--- src/include/smm_pkg.sv ---
// constants for the safety motion monitor
package smm_pkg;
  localparam int CLK_PERIOD_NS = 4;
  localparam int TICK_NS = 1000000;
  localparam int TICK_CYC = (TICK_NS + CLK_PERIOD_NS - 1) / CLK_PERIOD_NS;
  localparam int NCH = 4;
  localparam int NTMR = NCH + 2;
  // register byte addresses
  localparam logic [7:0] A_STATUS = 8'h40;
  localparam logic [7:0] A_MASK = 8'h44;
  localparam logic [7:0] A_STATE = 8'h48;
  localparam logic [7:0] A_RELEASE = 8'h4C;
  // configuration word indices, byte address is four times the index
  localparam int C_UNIT = 0;
  localparam int C_FILT = 1;
  localparam int C_LOWTHR = 2;
  localparam int C_HYST = 3;
  localparam int C_POSDLY = 4;
  localparam int C_NEGDLY = 5;
  localparam int C_DIST = 6;
  localparam int C_SPEED0 = 8;
  localparam int C_DECEL0 = 12;
  localparam int NCFG = 16;
  // reset values
  localparam logic [15:0] DLY_RST = 16'h03E8;
  localparam logic [15:0] SPEED_RST = 16'h0032;
  localparam logic [15:0] HYST_RST = 16'h0014;
  localparam logic [15:0] DIST_RST = 16'h0003;
  localparam logic [15:0] ZERO_RST = 16'h0000;
  // legal maxima
  localparam logic [15:0] SPEED_MAX = 16'h2710;
  localparam logic [15:0] DLY_MAX = 16'hEA60;
  localparam logic [15:0] FILT_MAX = 16'h07D0;
  localparam logic [15:0] DIST_MAX = 16'h03E8;
  localparam logic [15:0] UNIT_MAX = 16'h0002;
  // distance unit scale to hundredths of a revolution
  localparam logic [6:0] SCALE_REV = 7'h64;
  localparam logic [6:0] SCALE_TENTH = 7'h0A;
  localparam logic [6:0] SCALE_HUND = 7'h01;
  // status bits
  localparam int S_SPEED = 0;
  localparam int S_STAND = 1;
  localparam int S_DIR = 2;
  localparam int S_PERR = 3;
  localparam int NSTAT = 4;
  typedef enum logic [1:0] {UNIT_REV, UNIT_TENTH, UNIT_HUND} dist_unit_t;
endpackage

--- src/rtl/safety_motion_monitor.sv ---
// per-axis safety speed, standstill and direction monitor
// What this block does
// - unit field: revs, tenths or hundredths
// - speed check waits per-channel decel time
// - active speed check cuts torque above limit
// - four channels, own speed and delay
// - standstill overrun judged through delay filter
// - filter delays the standstill torque cutoff
// - indicator off above threshold, on below
// - hysteresis width on indicator comparison
// - alarm forces the indicator off
// - hysteresis above threshold raises range error
// - positive guard waits its own delay
// - negative guard waits its own delay
// - invalid threshold raises range error
// - standstill travel beyond distance cuts torque
`timescale 1ns/1ps
`default_nettype none
module safety_motion_monitor #(
  parameter int TICK_CYC = smm_pkg::TICK_CYC
) (
  input wire logic clk,
  input wire logic sys_rst,
  input wire logic [7:0] reg_addr,
  input wire logic [31:0] reg_wdata,
  input wire logic reg_wr,
  input wire logic reg_rd,
  output logic [31:0] reg_rdata,
  input wire logic signed [15:0] motor_speed,
  input wire logic signed [31:0] pos_travel,
  input wire logic [3:0] limited_speed_cmd,
  input wire logic positive_direction_guard_cmd,
  input wire logic negative_direction_guard_cmd,
  input wire logic standstill_position_monitor,
  input wire logic safety_disable_alarm,
  output logic torque_cutoff,
  output logic low_speed_indicator,
  output logic safety_param_range_error,
  output logic irq
);
  localparam int TW = $clog2(TICK_CYC + 1);
  localparam int NT = smm_pkg::NTMR;
  localparam int NC = smm_pkg::NCH;
  localparam int NS = smm_pkg::NSTAT;

  if (TICK_CYC < 1) begin : g_chk
    $error("tick length must be at least one cycle");
  end

  // 1 ms tick
  logic [TW-1:0] tick_cnt_r, tick_cnt_nxt;
  logic tick;
  always_comb begin
    tick = (tick_cnt_r == TW'(TICK_CYC - 1));
    tick_cnt_nxt = tick ? '0 : tick_cnt_r + 1'b1;
  end
  always_ff @(posedge clk) begin
    if (sys_rst) tick_cnt_r <= '0;
    else tick_cnt_r <= tick_cnt_nxt;
  end

  // configuration words
  logic [15:0] cfg_r [smm_pkg::NCFG];
  logic [15:0] cfg_nxt [smm_pkg::NCFG];
  logic [15:0] cfg_rst [smm_pkg::NCFG];
  always_comb begin
    for (int k = 0; k < smm_pkg::NCFG; k++) begin
      cfg_rst[k] = smm_pkg::ZERO_RST;
      cfg_nxt[k] = cfg_r[k];
    end
    cfg_rst[smm_pkg::C_LOWTHR] = smm_pkg::SPEED_RST;
    cfg_rst[smm_pkg::C_HYST] = smm_pkg::HYST_RST;
    cfg_rst[smm_pkg::C_POSDLY] = smm_pkg::DLY_RST;
    cfg_rst[smm_pkg::C_NEGDLY] = smm_pkg::DLY_RST;
    cfg_rst[smm_pkg::C_DIST] = smm_pkg::DIST_RST;
    for (int k = 0; k < NC; k++) begin
      cfg_rst[smm_pkg::C_SPEED0 + k] = smm_pkg::SPEED_RST;
      cfg_rst[smm_pkg::C_DECEL0 + k] = smm_pkg::DLY_RST;
    end
    if (reg_wr && !reg_addr[7] && !reg_addr[6])
      cfg_nxt[reg_addr[5:2]] = reg_wdata[15:0];
  end
  always_ff @(posedge clk) begin
    for (int k = 0; k < smm_pkg::NCFG; k++) begin
      if (sys_rst) cfg_r[k] <= cfg_rst[k];
      else cfg_r[k] <= cfg_nxt[k];
    end
  end

  // absolute speed
  logic [15:0] spd_abs;
  always_comb spd_abs = motor_speed[15] ? 16'(-motor_speed) : 16'(motor_speed);

  // delay timers: limited-speed channels, then positive and negative guard
  logic [NT-1:0] tcmd, tcmd_d_r, trise, tact, tover;
  logic [15:0] tcnt_r [NT];
  logic [15:0] tcnt_nxt [NT];
  logic [15:0] tdly [NT];
  always_comb begin
    tcmd = {negative_direction_guard_cmd, positive_direction_guard_cmd, limited_speed_cmd};
  end
  for (genvar i = 0; i < NT; i++) begin : g_tmr
    // indices stay in range for the guard timers too
    localparam int DI = (i < NC) ? smm_pkg::C_DECEL0 + i : smm_pkg::C_DECEL0;
    localparam int SI = (i < NC) ? smm_pkg::C_SPEED0 + i : smm_pkg::C_SPEED0;
    always_comb begin
      if (i < NC) tdly[i] = cfg_r[DI];
      else if (i == NC) tdly[i] = cfg_r[smm_pkg::C_POSDLY];
      else tdly[i] = cfg_r[smm_pkg::C_NEGDLY];
      trise[i] = tcmd[i] && !tcmd_d_r[i];
      if (trise[i]) tcnt_nxt[i] = '0;
      else if (tcmd[i] && tick && tcnt_r[i] < tdly[i]) tcnt_nxt[i] = tcnt_r[i] + 16'h0001;
      else tcnt_nxt[i] = tcnt_r[i];
      tact[i] = tcmd[i] && !trise[i] && tcnt_r[i] >= tdly[i];
      if (i < NC) tover[i] = tact[i] && spd_abs > cfg_r[SI];
      else if (i == NC) tover[i] = tact[i] && !motor_speed[15] && |motor_speed;
      else tover[i] = tact[i] && motor_speed[15];
    end
    always_ff @(posedge clk) begin
      if (sys_rst) begin
        tcmd_d_r[i] <= 1'b0;
        tcnt_r[i] <= '0;
      end else begin
        tcmd_d_r[i] <= tcmd[i];
        tcnt_r[i] <= tcnt_nxt[i];
      end
    end
  end

  // standstill travel with delay filter
  logic [16:0] ss_limit;
  logic [31:0] pos_abs;
  logic [6:0] ss_scale;
  logic ss_out, ss_trip;
  logic [15:0] ss_cnt_r, ss_cnt_nxt;
  always_comb begin
    unique case (cfg_r[smm_pkg::C_UNIT][1:0])
      smm_pkg::UNIT_REV: ss_scale = smm_pkg::SCALE_REV;
      smm_pkg::UNIT_TENTH: ss_scale = smm_pkg::SCALE_TENTH;
      smm_pkg::UNIT_HUND: ss_scale = smm_pkg::SCALE_HUND;
      default: ss_scale = smm_pkg::SCALE_HUND;
    endcase
    ss_limit = 17'(cfg_r[smm_pkg::C_DIST][9:0] * ss_scale);
    pos_abs = pos_travel[31] ? 32'(-pos_travel) : 32'(pos_travel);
    ss_out = standstill_position_monitor && pos_abs > 32'(ss_limit);
    if (!ss_out) ss_cnt_nxt = '0;
    else if (tick && ss_cnt_r < cfg_r[smm_pkg::C_FILT]) ss_cnt_nxt = ss_cnt_r + 16'h0001;
    else ss_cnt_nxt = ss_cnt_r;
    ss_trip = ss_out && ss_cnt_r >= cfg_r[smm_pkg::C_FILT];
  end
  always_ff @(posedge clk) begin
    if (sys_rst) ss_cnt_r <= '0;
    else ss_cnt_r <= ss_cnt_nxt;
  end

  // parameter check
  logic perr;
  always_comb begin
    perr = cfg_r[smm_pkg::C_HYST] > cfg_r[smm_pkg::C_LOWTHR];
    perr = perr || cfg_r[smm_pkg::C_LOWTHR] > smm_pkg::SPEED_MAX;
    perr = perr || cfg_r[smm_pkg::C_HYST] > smm_pkg::SPEED_MAX;
    perr = perr || cfg_r[smm_pkg::C_UNIT] > smm_pkg::UNIT_MAX;
    perr = perr || cfg_r[smm_pkg::C_DIST] > smm_pkg::DIST_MAX;
    perr = perr || cfg_r[smm_pkg::C_FILT] > smm_pkg::FILT_MAX;
    perr = perr || cfg_r[smm_pkg::C_POSDLY] > smm_pkg::DLY_MAX;
    perr = perr || cfg_r[smm_pkg::C_NEGDLY] > smm_pkg::DLY_MAX;
    for (int k = 0; k < NC; k++) begin
      perr = perr || cfg_r[smm_pkg::C_SPEED0 + k] > smm_pkg::SPEED_MAX;
      perr = perr || cfg_r[smm_pkg::C_DECEL0 + k] > smm_pkg::DLY_MAX;
    end
  end

  // cutoff, indicator, status, mask, read data
  logic cut_r, cut_nxt, ind_r, ind_nxt, perr_r, release_wr, spd_trip, dir_trip;
  logic [NS-1:0] stat_r, stat_nxt, mask_r, mask_nxt, ev;
  logic [31:0] rdata_r, rdata_nxt;
  logic [16:0] low_sum;
  always_comb begin
    spd_trip = |tover[NC-1:0];
    dir_trip = |tover[NT-1:NC];
    release_wr = reg_wr && reg_addr == smm_pkg::A_RELEASE && reg_wdata[0];
    cut_nxt = (cut_r && !release_wr) || spd_trip || ss_trip || dir_trip;
    low_sum = {1'b0, spd_abs} + {1'b0, cfg_r[smm_pkg::C_HYST]};
    if (safety_disable_alarm || perr_r) ind_nxt = 1'b0;
    else if (ind_r) ind_nxt = spd_abs <= cfg_r[smm_pkg::C_LOWTHR];
    else ind_nxt = low_sum < {1'b0, cfg_r[smm_pkg::C_LOWTHR]};
    ev = '0;
    ev[smm_pkg::S_SPEED] = spd_trip;
    ev[smm_pkg::S_STAND] = ss_trip;
    ev[smm_pkg::S_DIR] = dir_trip;
    ev[smm_pkg::S_PERR] = perr;
    stat_nxt = stat_r;
    if (reg_wr && reg_addr == smm_pkg::A_STATUS) stat_nxt = stat_r & ~reg_wdata[NS-1:0];
    stat_nxt = stat_nxt | ev;
    mask_nxt = mask_r;
    if (reg_wr && reg_addr == smm_pkg::A_MASK) mask_nxt = reg_wdata[NS-1:0];
    rdata_nxt = '0;
    if (reg_rd) begin
      if (!reg_addr[7] && !reg_addr[6]) rdata_nxt = {16'h0000, cfg_r[reg_addr[5:2]]};
      else if (reg_addr == smm_pkg::A_STATUS) rdata_nxt = 32'(stat_r);
      else if (reg_addr == smm_pkg::A_MASK) rdata_nxt = 32'(mask_r);
      else if (reg_addr == smm_pkg::A_STATE) rdata_nxt = 32'({tact, perr_r, ind_r, cut_r});
    end
  end
  always_ff @(posedge clk) begin
    if (sys_rst) begin
      cut_r <= 1'b0;
      ind_r <= 1'b0;
      perr_r <= 1'b0;
      stat_r <= '0;
      mask_r <= '0;
      rdata_r <= '0;
    end else begin
      cut_r <= cut_nxt;
      ind_r <= ind_nxt;
      perr_r <= perr;
      stat_r <= stat_nxt;
      mask_r <= mask_nxt;
      rdata_r <= rdata_nxt;
    end
  end
  assign torque_cutoff = cut_r;
  assign low_speed_indicator = ind_r;
  assign safety_param_range_error = perr_r;
  assign irq = |(stat_r & mask_r);
  assign reg_rdata = rdata_r;
endmodule
`default_nettype wire

--- config.mk ---
export PLATFORM = sky130hd
export DESIGN_NAME = safety_motion_monitor
export DESIGN_NICKNAME = d
export VERILOG_FILES = /design/src/include/smm_pkg.sv /design/src/rtl/safety_motion_monitor.sv
export SDC_FILE = /design/constraint.sdc
export NUM_CORES = 1
export LEC_CHECK = 0
export ABC_AREA = 1
export BUFFER_PORTS_ARGS = -buffer_cell sky130_fd_sc_hd__buf_2
export CORE_MARGIN = 1.5
export CORE_UTILIZATION = 35
export DETAILED_ROUTE_END_ITERATION = 7
export PLACE_DENSITY = 0.59
export SLEW_MARGIN = 30
export SYNTH_ARGS = -nofsm -noshare
export SYNTH_HDL_FRONTEND = slang
export SYNTH_SLANG_ARGS = --single-unit
export TNS_END_PERCENT = 5
--- constraint.sdc ---
create_clock -name clk -period 6.8 [get_ports clk]
set_input_delay 0.34 -clock clk [delete_from_list [all_inputs] [get_ports clk]]
set_output_delay 0.34 -clock clk [all_outputs]
set_load 0.01 [all_outputs]
==> insert_results.sql <==
INSERT INTO impl_metrics (metric_group, metric, value, unit) VALUES
('global_route', 'global_route.usage.total', '21.6', '%'),
('final_layout', 'fraction_of_final_layout_cells_sized_beyond_drive_strength_1', '6.60', '%'),
('global_route', 'vias_in_the_first_global_route', '24732', ''),
('floorplan', 'top_level_ports', '136', ''),
('critical_path', 'crit_path_max_incr_delay', '530', 'ps'),
('critical_path', 'critical-path-slowest-cell', 'sky130_fd_sc_hd__fa_1', ''),
('critical_path', 'reg2regPathDepth', '31', ''),
('critical_path', 'timing.rr.start', 'cfg_r[0][1]', ''),
('drt', 'via_per_inst', '5.31', ''),
('critical_path', 'setup.worst_path.end_class', 'flop', ''),
('global_route', 'initial_antenna_violation_count', '8', ''),
('place', 'place_area', '30100', 'µm²'),
('final_layout', 'antenna_cells', '0', ''),
('cts', 'htree_levels', '2', ''),
('place', 'post-place-cells', '5094', ''),
('cts', 'clockBufferDepth', '3', ''),
('hold_path', 'hp-start', 'negative_direction_guard_cmd', ''),
('critical_path', 'cp_data_required_time', '7320', 'ps'),
('cts', 'insertion_delay', '600', 'ps'),
('yosys', 'avgSynthCellArea', '7.10', 'µm²'),
('place', 'gp_congestion', '0.965', ''),
('drt', 'num_vias', '27532', ''),
('place', 'dp_hpwl', '70.0', 'mm'),
('yosys', 'largest_family_of_logic_cells_by_synthesized_area', 'simple AND/OR/NAND/NOR gates', ''),
('yosys', 'total_of_flip_flops_plus_latches_after_synthesis', '419', ''),
('critical_path', 'worst-r2r-setup-slack', '560', 'ps'),
('drt', 'wire_per_inst', '17.8', 'µm'),
('yosys', 'synth-compound-area-share', '20.9', '%'),
('timing', 'hold_viol', '0', ''),
('pwr', 'total_power', '0.00593', 'W'),
('cts', 'tritoncts_clock_tree', 'yes', ''),
('global_route', 'grt_max_degree', '104', ''),
('global_route', 'grt_overflow', '0', ''),
('drt', 'drt.antenna.violating_nets', '0', ''),
('timing', 'final.hold.worst_slack', '85.0', 'ps'),
('cts', 'cts.root.buffer_cell', 'sky130_fd_sc_hd__clkbuf_16', ''),
('timing', 'tightest_slew', '1000', 'ps'),
('floorplan', 'floorplan.core_area', '80900', 'µm²'),
('yosys', 'synth.yosys.seq_area_share', '29.2', '%'),
('drt', 'route.detailed.drc', '0', ''),
('floorplan', 'die_w', '290', 'µm'),
('cts', 'clkTransAtPathRegs', '60', 'ps'),
('status', 'outcome', 'completed', ''),
('timing', 'final-setup-viol-count', '0', ''),
('place', 'io_buffers', '103', ''),
('flow_run', 'maxCapViolations', '0', ''),
('critical_path', 'endpoint_of_the_worst_register_to_register_path', 'ss_cnt_r[11]', ''),
('timing', 'layout_worst_path_cycle_share', '91.8', '%'),
('floorplan', 'die_height', '290', 'µm'),
('critical_path', 'path_max_fanout', '16', ''),
('timing', 'worst_slew_margin_rel', '32.7', '%'),
('yosys', 'ys_async_sr_fraction', '0', '%'),
('timing', 'finClkSkew', '17.2', 'ps'),
('timing', 'finalSetupTns', '0', 'ps'),
('yosys', 'yosysWarnings', '0', ''),
('yosys', 'netlist_area', '28700', 'µm²'),
('yosys', 'xor_xnor_fraction_of_synth_area', '3.38', '%'),
('critical_path', 'setup.worst_path.start_class', 'flop', ''),
('yosys', 'ys_types', '61', ''),
('final_layout', 'area_growth', '10.8', '%'),
('floorplan', 'num_rows', '104', ''),
('yosys', 'postSynth.topFlopCell', 'sky130_fd_sc_hd__dfxtp_1', ''),
('floorplan', 'die_outline_area', '83900', 'µm²'),
('cts', 'cts_sinks', '419', ''),
('critical_path', 'setup.worst_path.class', 'reg -> reg', ''),
('hold_path', 'worstHoldPathCells', '3', ''),
('hold_path', 'whs_endpoint', 'tcmd_d_r[5]', ''),
('yosys', 'synthAdderAreaFrac', '15.4', '%'),
('pwr', 'cellPowerDensity', '186', 'nW/µm²'),
('hold_path', 'hp-class', 'in -> reg', ''),
('drt', 'routed_wirelength', '92.4', 'mm');
stage by stage:
stage / utilization (%) / setup slack (ps)
6_report: 39.3 / 558
3_5_place_dp: 37.2 / 374
2_1_floorplan: - / 1070
4_1_cts: 39.3 / 347
3_3_place_gp: 37.2 / 414
5_1_grt: 39.3 / 28.7
routing by layer:
layer / GRT usage, % / part of all wire, % / vias to the layer above
met2: 33.4 / 43 / 840
met1: 30.2 / 47 / 12720
met5: 0 / 0.056 / -
met4: 6.83 / 3.0 / 8
li1: - / - / 13831
met3: 3.83 / 7.2 / 133
timing repair:
item                                   4_1_cts  5_1_grt
hold buffers                                 0        0
gates resized for setup                      0        3
endpoints found under the hold margin        0        0
setup endpoints to repair                    0       18
worst max-delay path, delay by kind of cell, from the launching register on:
family          cells  cell delay, ps
compound gates      8            1150
buf+inv             6             510
fa+ha+maj           6            2700
simple gates       10            1290
xor+xnor            1             160
flops               1             310
cells in the mapped netlist (all sizes together), types with 69 or more instances:
library cell  instances  area [µm²]
a21oi               462        2350
ha                  308        3850
clkbuf              110         413
o21ai               363        1820
nor2                303        1190
xor2                 69         604
nand2               644        2420
nand3               152         783
nand4                86         581
o22ai               120         751
dfxtp               419        8390
nor3                113         678
inv                 577        2170
how the worst max path moves through the flow:
stage	startpoint	to	slack [ps]	cells past startpoint
finish	cfg_r[0][1]	ss_cnt_r[11]	560	31
global route	cfg_r[0][0]	ss_cnt_r[3]	30	31
CTS	cfg_r[0][0]	ss_cnt_r[11]	350	31
detailed placement	cfg_r[0][0]	ss_cnt_r[11]	370	31
global placement	cfg_r[0][0]	ss_cnt_r[15]	410	31
floorplan	cfg_r[0][1]	ss_cnt_r[10]	1070	32
cells by family after synthesis:
kind of cell,after synthesis
AOI/OAI and AO/OA,1089
xor gates and xnor gates,111
adders and majority gates,337
buffers and inverters,733
DFF,419
other,1
and+or+nand+nor,1360
cell usage in the layout, fill, tap and decap left out, types with 7 or more instances in the layout:
cell type                   count
sky130_fd_sc_hd__nor3_2         9
sky130_fd_sc_hd__conb_1        16
sky130_fd_sc_hd__inv_2         10
sky130_fd_sc_hd__nor3_1        98
sky130_fd_sc_hd__nor2_1       283
sky130_fd_sc_hd__xnor2_1       42
sky130_fd_sc_hd__o31ai_1       11
sky130_fd_sc_hd__nand4_1       82
sky130_fd_sc_hd__a41oi_1        7
sky130_fd_sc_hd__clkbuf_1      14
sky130_fd_sc_hd__nor4_1        37
sky130_fd_sc_hd__o22ai_1      120
sky130_fd_sc_hd__o21ai_0      356
sky130_fd_sc_hd__o21a_1         7
sky130_fd_sc_hd__dfxtp_1      419
sky130_fd_sc_hd__fa_1          29
sky130_fd_sc_hd__clkbuf_8      12
sky130_fd_sc_hd__nand3_1      149
sky130_fd_sc_hd__a21oi_1      452
sky130_fd_sc_hd__nor2_2        18
sky130_fd_sc_hd__a31oi_1       11
sky130_fd_sc_hd__ha_1         308
sky130_fd_sc_hd__xor2_1        69
sky130_fd_sc_hd__a21oi_2       10
sky130_fd_sc_hd__clkbuf_16     51
sky130_fd_sc_hd__o211ai_1      60
sky130_fd_sc_hd__buf_2        103
sky130_fd_sc_hd__buf_4         16
sky130_fd_sc_hd__inv_1        566
sky130_fd_sc_hd__nand2_1      639
sky130_fd_sc_hd__a211oi_1      18
sky130_fd_sc_hd__nor3b_1        8
final cells by class:
class / instances / area [µm²]
clock buffers: 77 / 1490
repair buffers: 120 / 663
flip-flops and latches: 419 / 8390
multi-input cells: 2913 / 17600
well taps: 1060 / 1330
fillers: 8622 / 49100
clock inverters: 11 / 186
inverters: 583 / 2190
report_power, final:
group | internal [W] | switching [W] | total (W)
Clock | 0.00169 | 0.00111 | 0.00280
Sequential | 0.00247 | 0.0000138 | 0.00249
Combinational | 0.000201 | 0.000449 | 0.000650
flip-flops by register name, indices dropped and copies added, names as in the netlist, 4 cells and up:
name        cells
cfg_r         256
reg_rdata      16
tick_cnt_r     18
stat_r          4
tcnt_r         96
tcmd_d_r        6
mask_r          4
ss_cnt_r       16
No activity file was read; power rests on OpenSTA's default activity.
